### src/verilog/fpsc_pkg.sv
package fpsc_pkg;

  // Register port geometry.
  localparam int          ADDR_W = 8;
  localparam int          DATA_W = 32;

  // Register byte offsets.
  localparam logic [7:0]  REG_FSTAT = 8'h00;
  localparam logic [7:0]  REG_FAULT = 8'h04;
  localparam logic [7:0]  REG_FRST  = 8'h08;
  localparam logic [7:0]  REG_OPCTL = 8'h0c;
  localparam logic [7:0]  REG_ISTAT = 8'h10;
  localparam logic [7:0]  REG_IMASK = 8'h14;

  // Bit positions of flash_status_0.
  localparam int          FS_READY     = 0;
  localparam int          FS_SUSP_ACC  = 1;
  localparam int          FS_ERS_SPD   = 2;
  localparam int          FS_PRG_SPD   = 3;
  localparam int          FS_ILGL      = 4;
  localparam int          FS_ERS_ERR   = 5;
  localparam int          FS_PRG_ERR   = 6;
  localparam int          FS_CTL_ERR   = 7;

  // Control bits.
  localparam int          FRST_BIT     = 0;
  localparam int          OP_PROG_BIT  = 0;
  localparam int          OP_ERASE_BIT = 1;

  // Interrupt status layout.
  localparam int          IRQ_W        = 3;
  localparam int          IRQ_DONE     = 0;
  localparam int          IRQ_SUSP     = 1;
  localparam int          IRQ_ERR      = 2;

  // Command codes and fault values.
  localparam logic [7:0]  CMD_SUSPEND      = 8'hb0;
  localparam logic [7:0]  CMD_STATUS_CLEAR = 8'h50;
  localparam logic [7:0]  FAULT_ILLEGAL    = 8'h10;
  localparam logic [7:0]  FAULT_NONE       = 8'h00;

  // Timing, in nanoseconds, and the derived cycle counts at 20 MHz.
  localparam longint      CLK_PERIOD_NS         = 50;
  localparam longint      BLOCK_ERASE_TIME_NS   = 1000000;
  localparam longint      PROGRAM_TIME_NS       = 100000;
  localparam longint      SUSPEND_DELAY_TIME_NS = 20000;
  localparam logic [31:0] BLOCK_ERASE_CYC = 32'(BLOCK_ERASE_TIME_NS / CLK_PERIOD_NS);
  localparam logic [31:0] PROGRAM_CYC     = 32'(PROGRAM_TIME_NS / CLK_PERIOD_NS);
  localparam logic [31:0] SUSPEND_CYC     = 32'(SUSPEND_DELAY_TIME_NS / CLK_PERIOD_NS);

  // Sequencer states.
  typedef enum logic [2:0] {
    ST_IDLE      = 3'b000,
    ST_PROG      = 3'b001,
    ST_ERASE     = 3'b010,
    ST_SUSP_WAIT = 3'b011,
    ST_SUSPENDED = 3'b100,
    ST_LOCKED    = 3'b101
  } fpsc_state_t;

endpackage

### src/verilog/fpsc_flash_pe_suspend.sv
// Functional notes
// RULE_01 - Suspend-accept flag clears as soon as a suspend command is accepted.
// RULE_02 - Suspend-accept flag clears on entering command-locked state during program or erase.
// RULE_03 - Suspend-accept flag clears when program or erase completes, suspend or not.
// RULE_04 - Host checks all four error flags are zero before suspending.
// RULE_05 - Host suspend-accept wait exits on sequencer ready, bounded by block erase time.
// RULE_06 - Suspend is a byte write of B0h inside the region being worked on.
// RULE_07 - Host polls ready for 1.1 suspend delays, else reinitialises controller.
// RULE_08 - Reinitialise by holding controller reset bit one for reset pulse width.
// RULE_09 - On illegal command, host clears fault status 10h then issues status clear.
// RULE_10 - After suspend, host reads erase-suspended and program-suspended flags.
// RULE_11 - Suspend-accept wait timeout equals the erase time of one 128-Kbyte block.
// RULE_12 - Suspend sets exactly one suspended flag, matching the operation, then ready.
`timescale 1ns/1ps

module fpsc_flash_pe_suspend #(
  parameter logic [31:0] ERASE_CYC   = fpsc_pkg::BLOCK_ERASE_CYC,
  parameter logic [31:0] PROG_CYC    = fpsc_pkg::PROGRAM_CYC,
  parameter logic [31:0] SUSPEND_DLY = fpsc_pkg::SUSPEND_CYC
)
(
  input  wire logic                          mclk,
  input  wire logic                          rst_n,
  input  wire logic [fpsc_pkg::ADDR_W-1:0]   reg_addr,
  input  wire logic [fpsc_pkg::DATA_W-1:0]   reg_wdata,
  input  wire logic                          reg_wr,
  input  wire logic                          reg_rd,
  output logic      [fpsc_pkg::DATA_W-1:0]   reg_rdata,
  input  wire logic                          cmd_wr,
  input  wire logic                          cmd_byte,
  input  wire logic                          cmd_in_region,
  input  wire logic [7:0]                    cmd_data,
  input  wire logic                          fault_pin,
  output logic                               sequencer_ready,
  output logic                               irq
);
  import fpsc_pkg::*;

  typedef struct packed {
    fpsc_state_t             st;
    logic                    ready;
    logic                    susp_acc;
    logic                    ers_spd;
    logic                    prg_spd;
    logic                    ilgl;
    logic                    ers_err;
    logic                    prg_err;
    logic                    ctl_err;
    logic [7:0]              fault;
    logic                    frst;
    logic                    fault_prev;
    logic [IRQ_W-1:0]        istat;
    logic [IRQ_W-1:0]        imask;
    logic                    irq;
    logic [DATA_W-1:0]       rdata;
  } fpsc_top_t;

  // Idle and ready, no flags, nothing masked in.
  localparam fpsc_top_t Q_RST = '{st: ST_IDLE, ready: 1'b1, fault: FAULT_NONE, default: '0};

  fpsc_top_t         q;
  fpsc_top_t         d;
  logic              fault_lvl;
  logic              t_exp;
  logic              t_load;
  logic [31:0]       t_val;
  logic              t_abort;
  logic              busy;
  logic              sus_take;
  logic              lock_now;
  logic              ev_done;
  logic              ev_susp;
  logic              ev_err;
  logic [IRQ_W-1:0]  w1c;

  // The fault pin comes from outside the clock domain.
  fpsc_sync3 u_fault_sync
  (
    .mclk  (mclk),
    .rst_n (rst_n),
    .pin   (fault_pin),
    .level (fault_lvl)
  );

  // One timer serves program, erase and suspend delay since they never overlap.
  fpsc_timer #(
    .W (32)
  ) u_timer
  (
    .mclk    (mclk),
    .rst_n   (rst_n),
    .load    (t_load),
    .count   (t_val),
    .abort   (t_abort),
    .expired (t_exp)
  );

  // Sequencer, flags, register port and interrupt logic.
  always_comb
  begin
    d        = q;
    t_load   = 1'b0;
    t_val    = '0;
    t_abort  = 1'b0;
    ev_done  = 1'b0;
    ev_susp  = 1'b0;
    ev_err   = 1'b0;
    sus_take = 1'b0;
    lock_now = 1'b0;
    w1c      = '0;
    busy     = (q.st == ST_PROG) || (q.st == ST_ERASE);
    d.fault_prev = fault_lvl;
    d.rdata  = '0;

    // Register writes: the reset bit and mask store a value, fault and interrupt status writes clear.
    if (reg_wr)
    begin
      if (reg_addr == REG_FRST)
      begin
        d.frst = reg_wdata[FRST_BIT];
      end
      else if (reg_addr == REG_FAULT)
      begin
        if ((reg_wdata[7:0] == FAULT_ILLEGAL) && (q.fault == FAULT_ILLEGAL))
        begin
          d.fault = FAULT_NONE; // see RULE_09
        end
      end
      else if (reg_addr == REG_IMASK)
      begin
        d.imask = reg_wdata[IRQ_W-1:0];
      end
      else if (reg_addr == REG_ISTAT)
      begin
        w1c = reg_wdata[IRQ_W-1:0];
      end
    end

    if (q.frst)
    begin
      // Holding the reset bit parks the controller; the whole operation is abandoned.
      d.st       = ST_IDLE; // see RULE_08
      d.ready    = 1'b1;
      d.susp_acc = 1'b0;
      d.ers_spd  = 1'b0;
      d.prg_spd  = 1'b0;
      d.ilgl     = 1'b0;
      d.ers_err  = 1'b0;
      d.prg_err  = 1'b0;
      d.ctl_err  = 1'b0;
      d.fault    = FAULT_NONE;
      t_abort    = 1'b1;
    end
    else
    begin
      case (q.st)
        ST_IDLE, ST_SUSPENDED:
        begin
          if (cmd_wr && (cmd_data == CMD_STATUS_CLEAR))
          begin
            d.ilgl    = 1'b0;
            d.ers_err = 1'b0;
            d.prg_err = 1'b0;
          end
          else if (cmd_wr && (cmd_data == CMD_SUSPEND))
          begin
            lock_now = 1'b1; // Nothing is running, so a suspend here is illegal.
          end
          else if (reg_wr && (reg_addr == REG_OPCTL) &&
                   (reg_wdata[OP_PROG_BIT] || reg_wdata[OP_ERASE_BIT]))
          begin
            d.st       = reg_wdata[OP_PROG_BIT] ? ST_PROG : ST_ERASE;
            d.ready    = 1'b0;
            d.susp_acc = 1'b1;
            d.ers_spd  = 1'b0;
            d.prg_spd  = 1'b0;
            t_load     = 1'b1;
            t_val      = reg_wdata[OP_PROG_BIT] ? PROG_CYC : ERASE_CYC; // see RULE_11
          end
        end
        ST_PROG, ST_ERASE:
        begin
          if (t_exp)
          begin
            d.st       = ST_IDLE;
            d.ready    = 1'b1;  // see RULE_05
            d.susp_acc = 1'b0;  // see RULE_03
            ev_done    = 1'b1;
          end
          else if (cmd_wr && cmd_byte && cmd_in_region && (cmd_data == CMD_SUSPEND) && q.susp_acc)
          begin
            sus_take   = 1'b1;  // see RULE_06
            d.st       = ST_SUSP_WAIT;
            d.susp_acc = 1'b0;  // see RULE_01
            d.ers_spd  = 1'b0;
            d.prg_spd  = 1'b0;
            d.prg_err  = q.prg_err;
            t_load     = 1'b1;
            t_val      = SUSPEND_DLY;
            d.frst     = q.frst;
            d.ilgl     = q.ilgl;
            d.ers_err  = (q.st == ST_ERASE) ? q.ers_err : q.ers_err;
            d.ready    = 1'b0;
            d.fault    = q.fault;
            d.prg_spd  = 1'b0;
            d.ers_spd  = (q.st == ST_ERASE); // Remembers which kind was interrupted.
          end
          else if (cmd_wr)
          begin
            lock_now = 1'b1;
          end
        end
        ST_SUSP_WAIT:
        begin
          if (t_exp)
          begin
            // The erase flag was raised at acceptance; the program flag joins ready here, so exactly one stands.
            d.st      = ST_SUSPENDED;
            d.prg_spd = !q.ers_spd; // see RULE_12
            d.ready   = 1'b1;       // see RULE_12
            ev_susp   = 1'b1;
          end
        end
        ST_LOCKED:
        begin
          // Only the status-clear command leaves the locked state; an internal error needs a reset.
          if (cmd_wr && (cmd_data == CMD_STATUS_CLEAR) && !q.ctl_err)
          begin
            d.st      = ST_IDLE;
            d.ilgl    = 1'b0;
            d.ers_err = 1'b0;
            d.prg_err = 1'b0;
          end
        end
        default:
        begin
          d.st = ST_IDLE;
        end
      endcase

      // A fault pin edge marks the error of the running operation, or the controller error when no program or erase runs, and locks the controller.
      if (fault_lvl && !q.fault_prev)
      begin
        if (q.st == ST_PROG)
        begin
          d.prg_err = 1'b1;
        end
        else if (q.st == ST_ERASE)
        begin
          d.ers_err = 1'b1;
        end
        else
        begin
          d.ctl_err = 1'b1;
        end
        d.st       = ST_LOCKED;
        d.ready    = 1'b1;
        d.susp_acc = 1'b0; // see RULE_02
        d.ers_spd  = 1'b0;
        d.prg_spd  = 1'b0;
        t_abort    = 1'b1;
        ev_err     = 1'b1;
      end
      else if (lock_now)
      begin
        d.st       = ST_LOCKED;
        d.ready    = 1'b1;
        d.ilgl     = 1'b1;
        d.fault    = FAULT_ILLEGAL;
        d.susp_acc = 1'b0; // see RULE_02
        t_abort    = 1'b1;
        ev_err     = 1'b1;
      end
    end

    // Interrupt status: a new event wins over a write-one clear in the same cycle.
    d.istat = (q.istat & ~w1c) | {ev_err, ev_susp, ev_done};
    d.irq   = |(d.istat & d.imask);

    // Read data stand for exactly one cycle; unmapped offsets read zero.
    if (reg_rd)
    begin
      if (reg_addr == REG_FSTAT)
      begin
        d.rdata[FS_READY]    = q.ready;
        d.rdata[FS_SUSP_ACC] = q.susp_acc;
        d.rdata[FS_ERS_SPD]  = q.ers_spd; // see RULE_10
        d.rdata[FS_PRG_SPD]  = q.prg_spd; // see RULE_10
        d.rdata[FS_ILGL]     = q.ilgl;    // see RULE_04
        d.rdata[FS_ERS_ERR]  = q.ers_err;
        d.rdata[FS_PRG_ERR]  = q.prg_err;
        d.rdata[FS_CTL_ERR]  = q.ctl_err; // see RULE_07
      end
      else if (reg_addr == REG_FAULT)
      begin
        d.rdata[7:0] = q.fault;
      end
      else if (reg_addr == REG_FRST)
      begin
        d.rdata[FRST_BIT] = q.frst;
      end
      else if (reg_addr == REG_ISTAT)
      begin
        d.rdata[IRQ_W-1:0] = q.istat;
      end
      else if (reg_addr == REG_IMASK)
      begin
        d.rdata[IRQ_W-1:0] = q.imask;
      end
    end
  end

  // All state of the block.
  always_ff @(posedge mclk or negedge rst_n)
  begin
    if (!rst_n)
    begin
      q <= Q_RST;
    end
    else
    begin
      q <= d;
    end
  end

  assign reg_rdata       = q.rdata;
  assign sequencer_ready = q.ready;
  assign irq             = q.irq;

  // Checks.
  localparam int SUSP_WAIT_MAX = 402;
endmodule // fpsc_flash_pe_suspend

### src/verilog/fpsc_sync3.sv
`timescale 1ns/1ps

module fpsc_sync3
(
  input  wire logic mclk,
  input  wire logic rst_n,
  input  wire logic pin,
  output logic      level
);

  typedef struct packed {
    logic s1;
    logic s2;
    logic s3;
    logic level;
  } fpsc_sync_t;

  fpsc_sync_t q;
  fpsc_sync_t d;

  // The first stage feeds only the second; the output moves once stages two and three agree.
  always_comb
  begin
    d = q;
    d.s1 = pin;
    d.s2 = q.s1;
    d.s3 = q.s2;
    if (q.s2 == q.s3)
    begin
      d.level = q.s3;
    end
  end

  // Synchroniser flops.
  always_ff @(posedge mclk or negedge rst_n)
  begin
    if (!rst_n)
    begin
      q <= '0;
    end
    else
    begin
      q <= d;
    end
  end

  assign level = q.level;

endmodule // fpsc_sync3

### src/verilog/fpsc_timer.sv
`timescale 1ns/1ps

module fpsc_timer #(
  parameter int W = 32
)
(
  input  wire logic         mclk,
  input  wire logic         rst_n,
  input  wire logic         load,
  input  wire logic [W-1:0] count,
  input  wire logic         abort,
  output logic              expired
);

  typedef struct packed {
    logic         run;
    logic [W-1:0] cnt;
    logic         expired;
  } fpsc_tmr_t;

  fpsc_tmr_t q;
  fpsc_tmr_t d;

  // Counts down from the loaded value; expired pulses count cycles after the load.
  always_comb
  begin
    d = q;
    d.expired = 1'b0;
    if (abort)
    begin
      d.run = 1'b0;
    end
    else if (load)
    begin
      d.run = 1'b1;
      d.cnt = count;
    end
    else if (q.run)
    begin
      if (q.cnt <= W'(1))
      begin
        d.run = 1'b0;
        d.expired = 1'b1;
      end
      else
      begin
        d.cnt = q.cnt - W'(1);
      end
    end
  end

  // Timer flops.
  always_ff @(posedge mclk or negedge rst_n)
  begin
    if (!rst_n)
    begin
      q <= '0;
    end
    else
    begin
      q <= d;
    end
  end

  assign expired = q.expired;

endmodule // fpsc_timer
### config.mk
export PLATFORM = sky130hd
export DESIGN_NAME = fpsc_flash_pe_suspend
export DESIGN_NICKNAME = d
export VERILOG_FILES = /design/src/verilog/fpsc_pkg.sv /design/src/verilog/fpsc_flash_pe_suspend.sv /design/src/verilog/fpsc_sync3.sv /design/src/verilog/fpsc_timer.sv
export SDC_FILE = /design/constraint.sdc
export NUM_CORES = 1
export LEC_CHECK = 0
export BUFFER_PORTS_ARGS = -buffer_cell sky130_fd_sc_hd__buf_2
export CAP_MARGIN = 10
export CORE_MARGIN = 2
export CORE_UTILIZATION = 56
export DETAILED_ROUTE_END_ITERATION = 7
export PLACE_DENSITY = 0.81
export SLEW_MARGIN = 0
export SYNTH_ARGS = -nofsm -noshare
export SYNTH_HDL_FRONTEND = slang
export SYNTH_HIERARCHICAL = 1
export SYNTH_SLANG_ARGS = --single-unit
### constraint.sdc
create_clock -name mclk -period 3 [get_ports mclk]
set_input_delay 0 -clock mclk [delete_from_list [all_inputs] [get_ports mclk]]
set_output_delay 0 -clock mclk [all_outputs]
set_load 0.005 [all_outputs]
==> metrics.yaml <==
placement:
  globalplace.congestion: 1.02
  hpwl_um: 8340
  placed_cell_area_um2: 4880
  io_buffers: 41
sta:
  rsz0062_at_grt: "no"
  period_minus_slack_ns: 2.69
  fin_crit_sh_pct: 89.8
  hold_violations: 0
  maxSlewHeadroom_pct: 38.2
  setup_viol: 0
  final.setup.tns_ns: 0
  tightest_slew_ns: 0.919
  slew_viol_final: 0
  clock_skew_ns: 0.0121
  max_freq_ghz: 0.371
global_route:
  antenna_found_initial: 0
  grt_pass1_vias: 4053
  grt_usage_pct: 28.1
  grt_pass1_wl_um: 19700
  overflow: 0
  grt_max_degree: 75
yosys:
  ys_async_sr_fraction_pct: 100
  synth.top_cell.area_share_pct: 40.0
  synth-edff-count: 0
  synth_ff_type: "dfrtp_1"
  synthDistinctLibCells: 68
  synth_common_cells: "73 x dfrtp_1, 35 x nand2_1, 33 x o21ai_0"
  synthTopCellsByArea: "dfrtp_1 40%, buf_4 5.3%, a22oi_1 3.9%"
  synth_most_common_cell: "dfrtp_1"
  yosysSeqAreaShare_pct: 40.5
  synth.cell_area_um2: 4570
  yosys_register_bits: 74
  netlist_instances: 511
  syn_avg_cell_area_um2: 8.95
  yosysTopAreaCell: "dfrtp_1"
  synth_warnings: 6
critical_path:
  rr_startpoint: "q[55]"
  critical_path_required_ns: 3.25
  crit_slowest_cell: "or2_2"
  critical_path.max_stage_delay_ns: 0.47
  cp_top_family: "simple AND/OR/NAND/NOR gates"
  crit_cells: 9
  critical_path_class: "reg -> reg"
  critPathMaxFanout: 21
  r2r_cells: 9
  worstPathArrival_ns: 2.94
  crit_path_start: "q[55]"
  end_kind: "register"
  worstSetupStartpointType: "register"
  crit_buf_inv: 0
  crit_path_cell_trace: "nand4b_1 > nor4_1 > nand3_1 > a21oi_2 > nor2_1 > or2_2 > a21oi_1 > o21ai_0 > a22o_1"
finish:
  drive_above_1_share_pct: 17.2
  diodes: 0
  areaGrowthSynthToFinish_pct: 13.0
  fin_area_um2: 5160
  fin_nets: 633
floorplanning:
  die_x_um: 94.4
  core_um2: 7810
  io_pins: 90
  die_y_um: 94.4
  die-area_um2: 8900
  row_count: 32
  initial_core_util_pct: 58.6
hold_path:
  hold_path_class: "in -> reg"
  min_path_cells: 2
  worstHoldStart: "reg_wdata[0]"
route:
  drc: 0
  wl_per_cell_um: 17.5
  first_iter_violations: 399
  num_vias: 4361
  antenna_left: 0
  drt-total-wl_um: 11900
  vias_per_cell: 6.39
  dr.pass1.iters: 5
clocking:
  cts_tree: "built"
  clk-insertion-delay-late_ns: 0.36
  cts.sinks: 74
  clockBufferDepth: 2
  numCtsBuffers: 9
  clk_pin_slew_ns: 0.08
  htree_num_levels: 3
  cts-resized-gates: 0
  clock-root-buffer: "clkbuf_8"
outcome:
  outcome: "complete, no violations"
power:
  ir_drop_mv: 0.377
  p_leak_nw: 2.21
  powerDensity_nw_per_um2: 546
run:
  cap_violations: 0
==> sequential cells by signal, indices dropped and copies added, names as in the netlist <==
signal,flops
u_timer/q,33
u_timer/expired,1
u_fault_sync/level,1
irq,1
reg_rdata,8
sequencer_ready,1
u_fault_sync/q,1
q,26
u_fault_sync/d,2
==> layer usage <==
metal  track usage [%]  part of all wire, %
met3              6.23                  9.1
met5                 0                    0
met1              39.7                   43
met2              43.2                   46
met4              9.18                  1.6
==> cells in the final DEF (no fill, tap or decap), drive strengths merged, types with 7 or more instances in the layout <==
master and count:
a21oi 31, or4 11, nand2 35, nand3 7, conb 47, nor2 30
dfrtp 73, inv 15, nor2b 9, nor4 22, clkbuf 11, and2 8
buf 64, nor3 20, o22ai 11, o2bb2ai 8, nand4 9, a22oi 24
o21ai 36
==> power by group <==
part / switching, mW / total [mW] / internal (mW)
registers: 0.131 / 1.23 / 1.09
logic: 0.430 / 0.702 / 0.272
clock network: 0.397 / 0.895 / 0.497
==> final timing paths <==
| check | to | slack (ns) |
|---|---|---|
| max | u_timer/q[4] | 0.31 |
| max in group asynchronous | u_timer/q[4] | 1.98 |
| min in group asynchronous | reg_rdata[6] | 0.41 |
| min reg2reg | u_fault_sync/d[1] | 0.36 |
| max reg2reg | u_timer/q[4] | 0.31 |
| min | q[40] | 0.05 |
==> worst reg2reg max path, delay by kind of cell, from the launching register on <==
kind             cells  cell delay, ns
AND/OR/NAND/NOR      5            1.28
AO/OA/AOI/OAI        4            0.85
flip-flops           1            0.45
==> timing repair <==
action	in CTS	in global routing
endpoints found under the hold margin	85	0
buffers inserted	0	0
hold buffers	6	0
==> final cells by class <==
type / instances / area [um^2]
multi-input cells: 407 / 2470
flip-flops and latches: 74 / 1850
repair buffers: 70 / 438
fillers: 641 / 2640
clock buffers: 11 / 141
clock inverters: 5 / 85.1
well taps: 102 / 128
inverters: 13 / 48.8
==> cell families (layout without fill, tap and decap cells) <==
group	Yosys count	in the layout	synth area share, %
DFF	74	74	40.5
buffers and inverters	76	99	9.28
xor gates and xnor gates	1	1	0.192
AOI/OAI and AO/OA	164	164	24.8
and+or+nand+nor	187	187	23.2
adders and majority gates	3	3	0.794
muxes	5	5	1.18
other	1	47	0.0820
==> per-stage QoR <==
stage / hold slack, ns / cells / power (mW) / utilization (%) / setup slack [ns]
floorplan: -0.296 / 557 / 1.68 / - / 0.277
global placement: 0.110 / 660 / 1.89 / 62.5 / 0.257
detailed placement: 0.110 / 660 / 1.91 / 62.5 / 0.115
CTS: 0.0251 / 682 / 2.80 / 66.2 / 0.343
global route: 0.0311 / 682 / 2.95 / 66.2 / 0.0797
finish: 0.0469 / 682 / 2.82 / 66.2 / 0.306
Note: power is estimated with default switching activity, not from simulation.
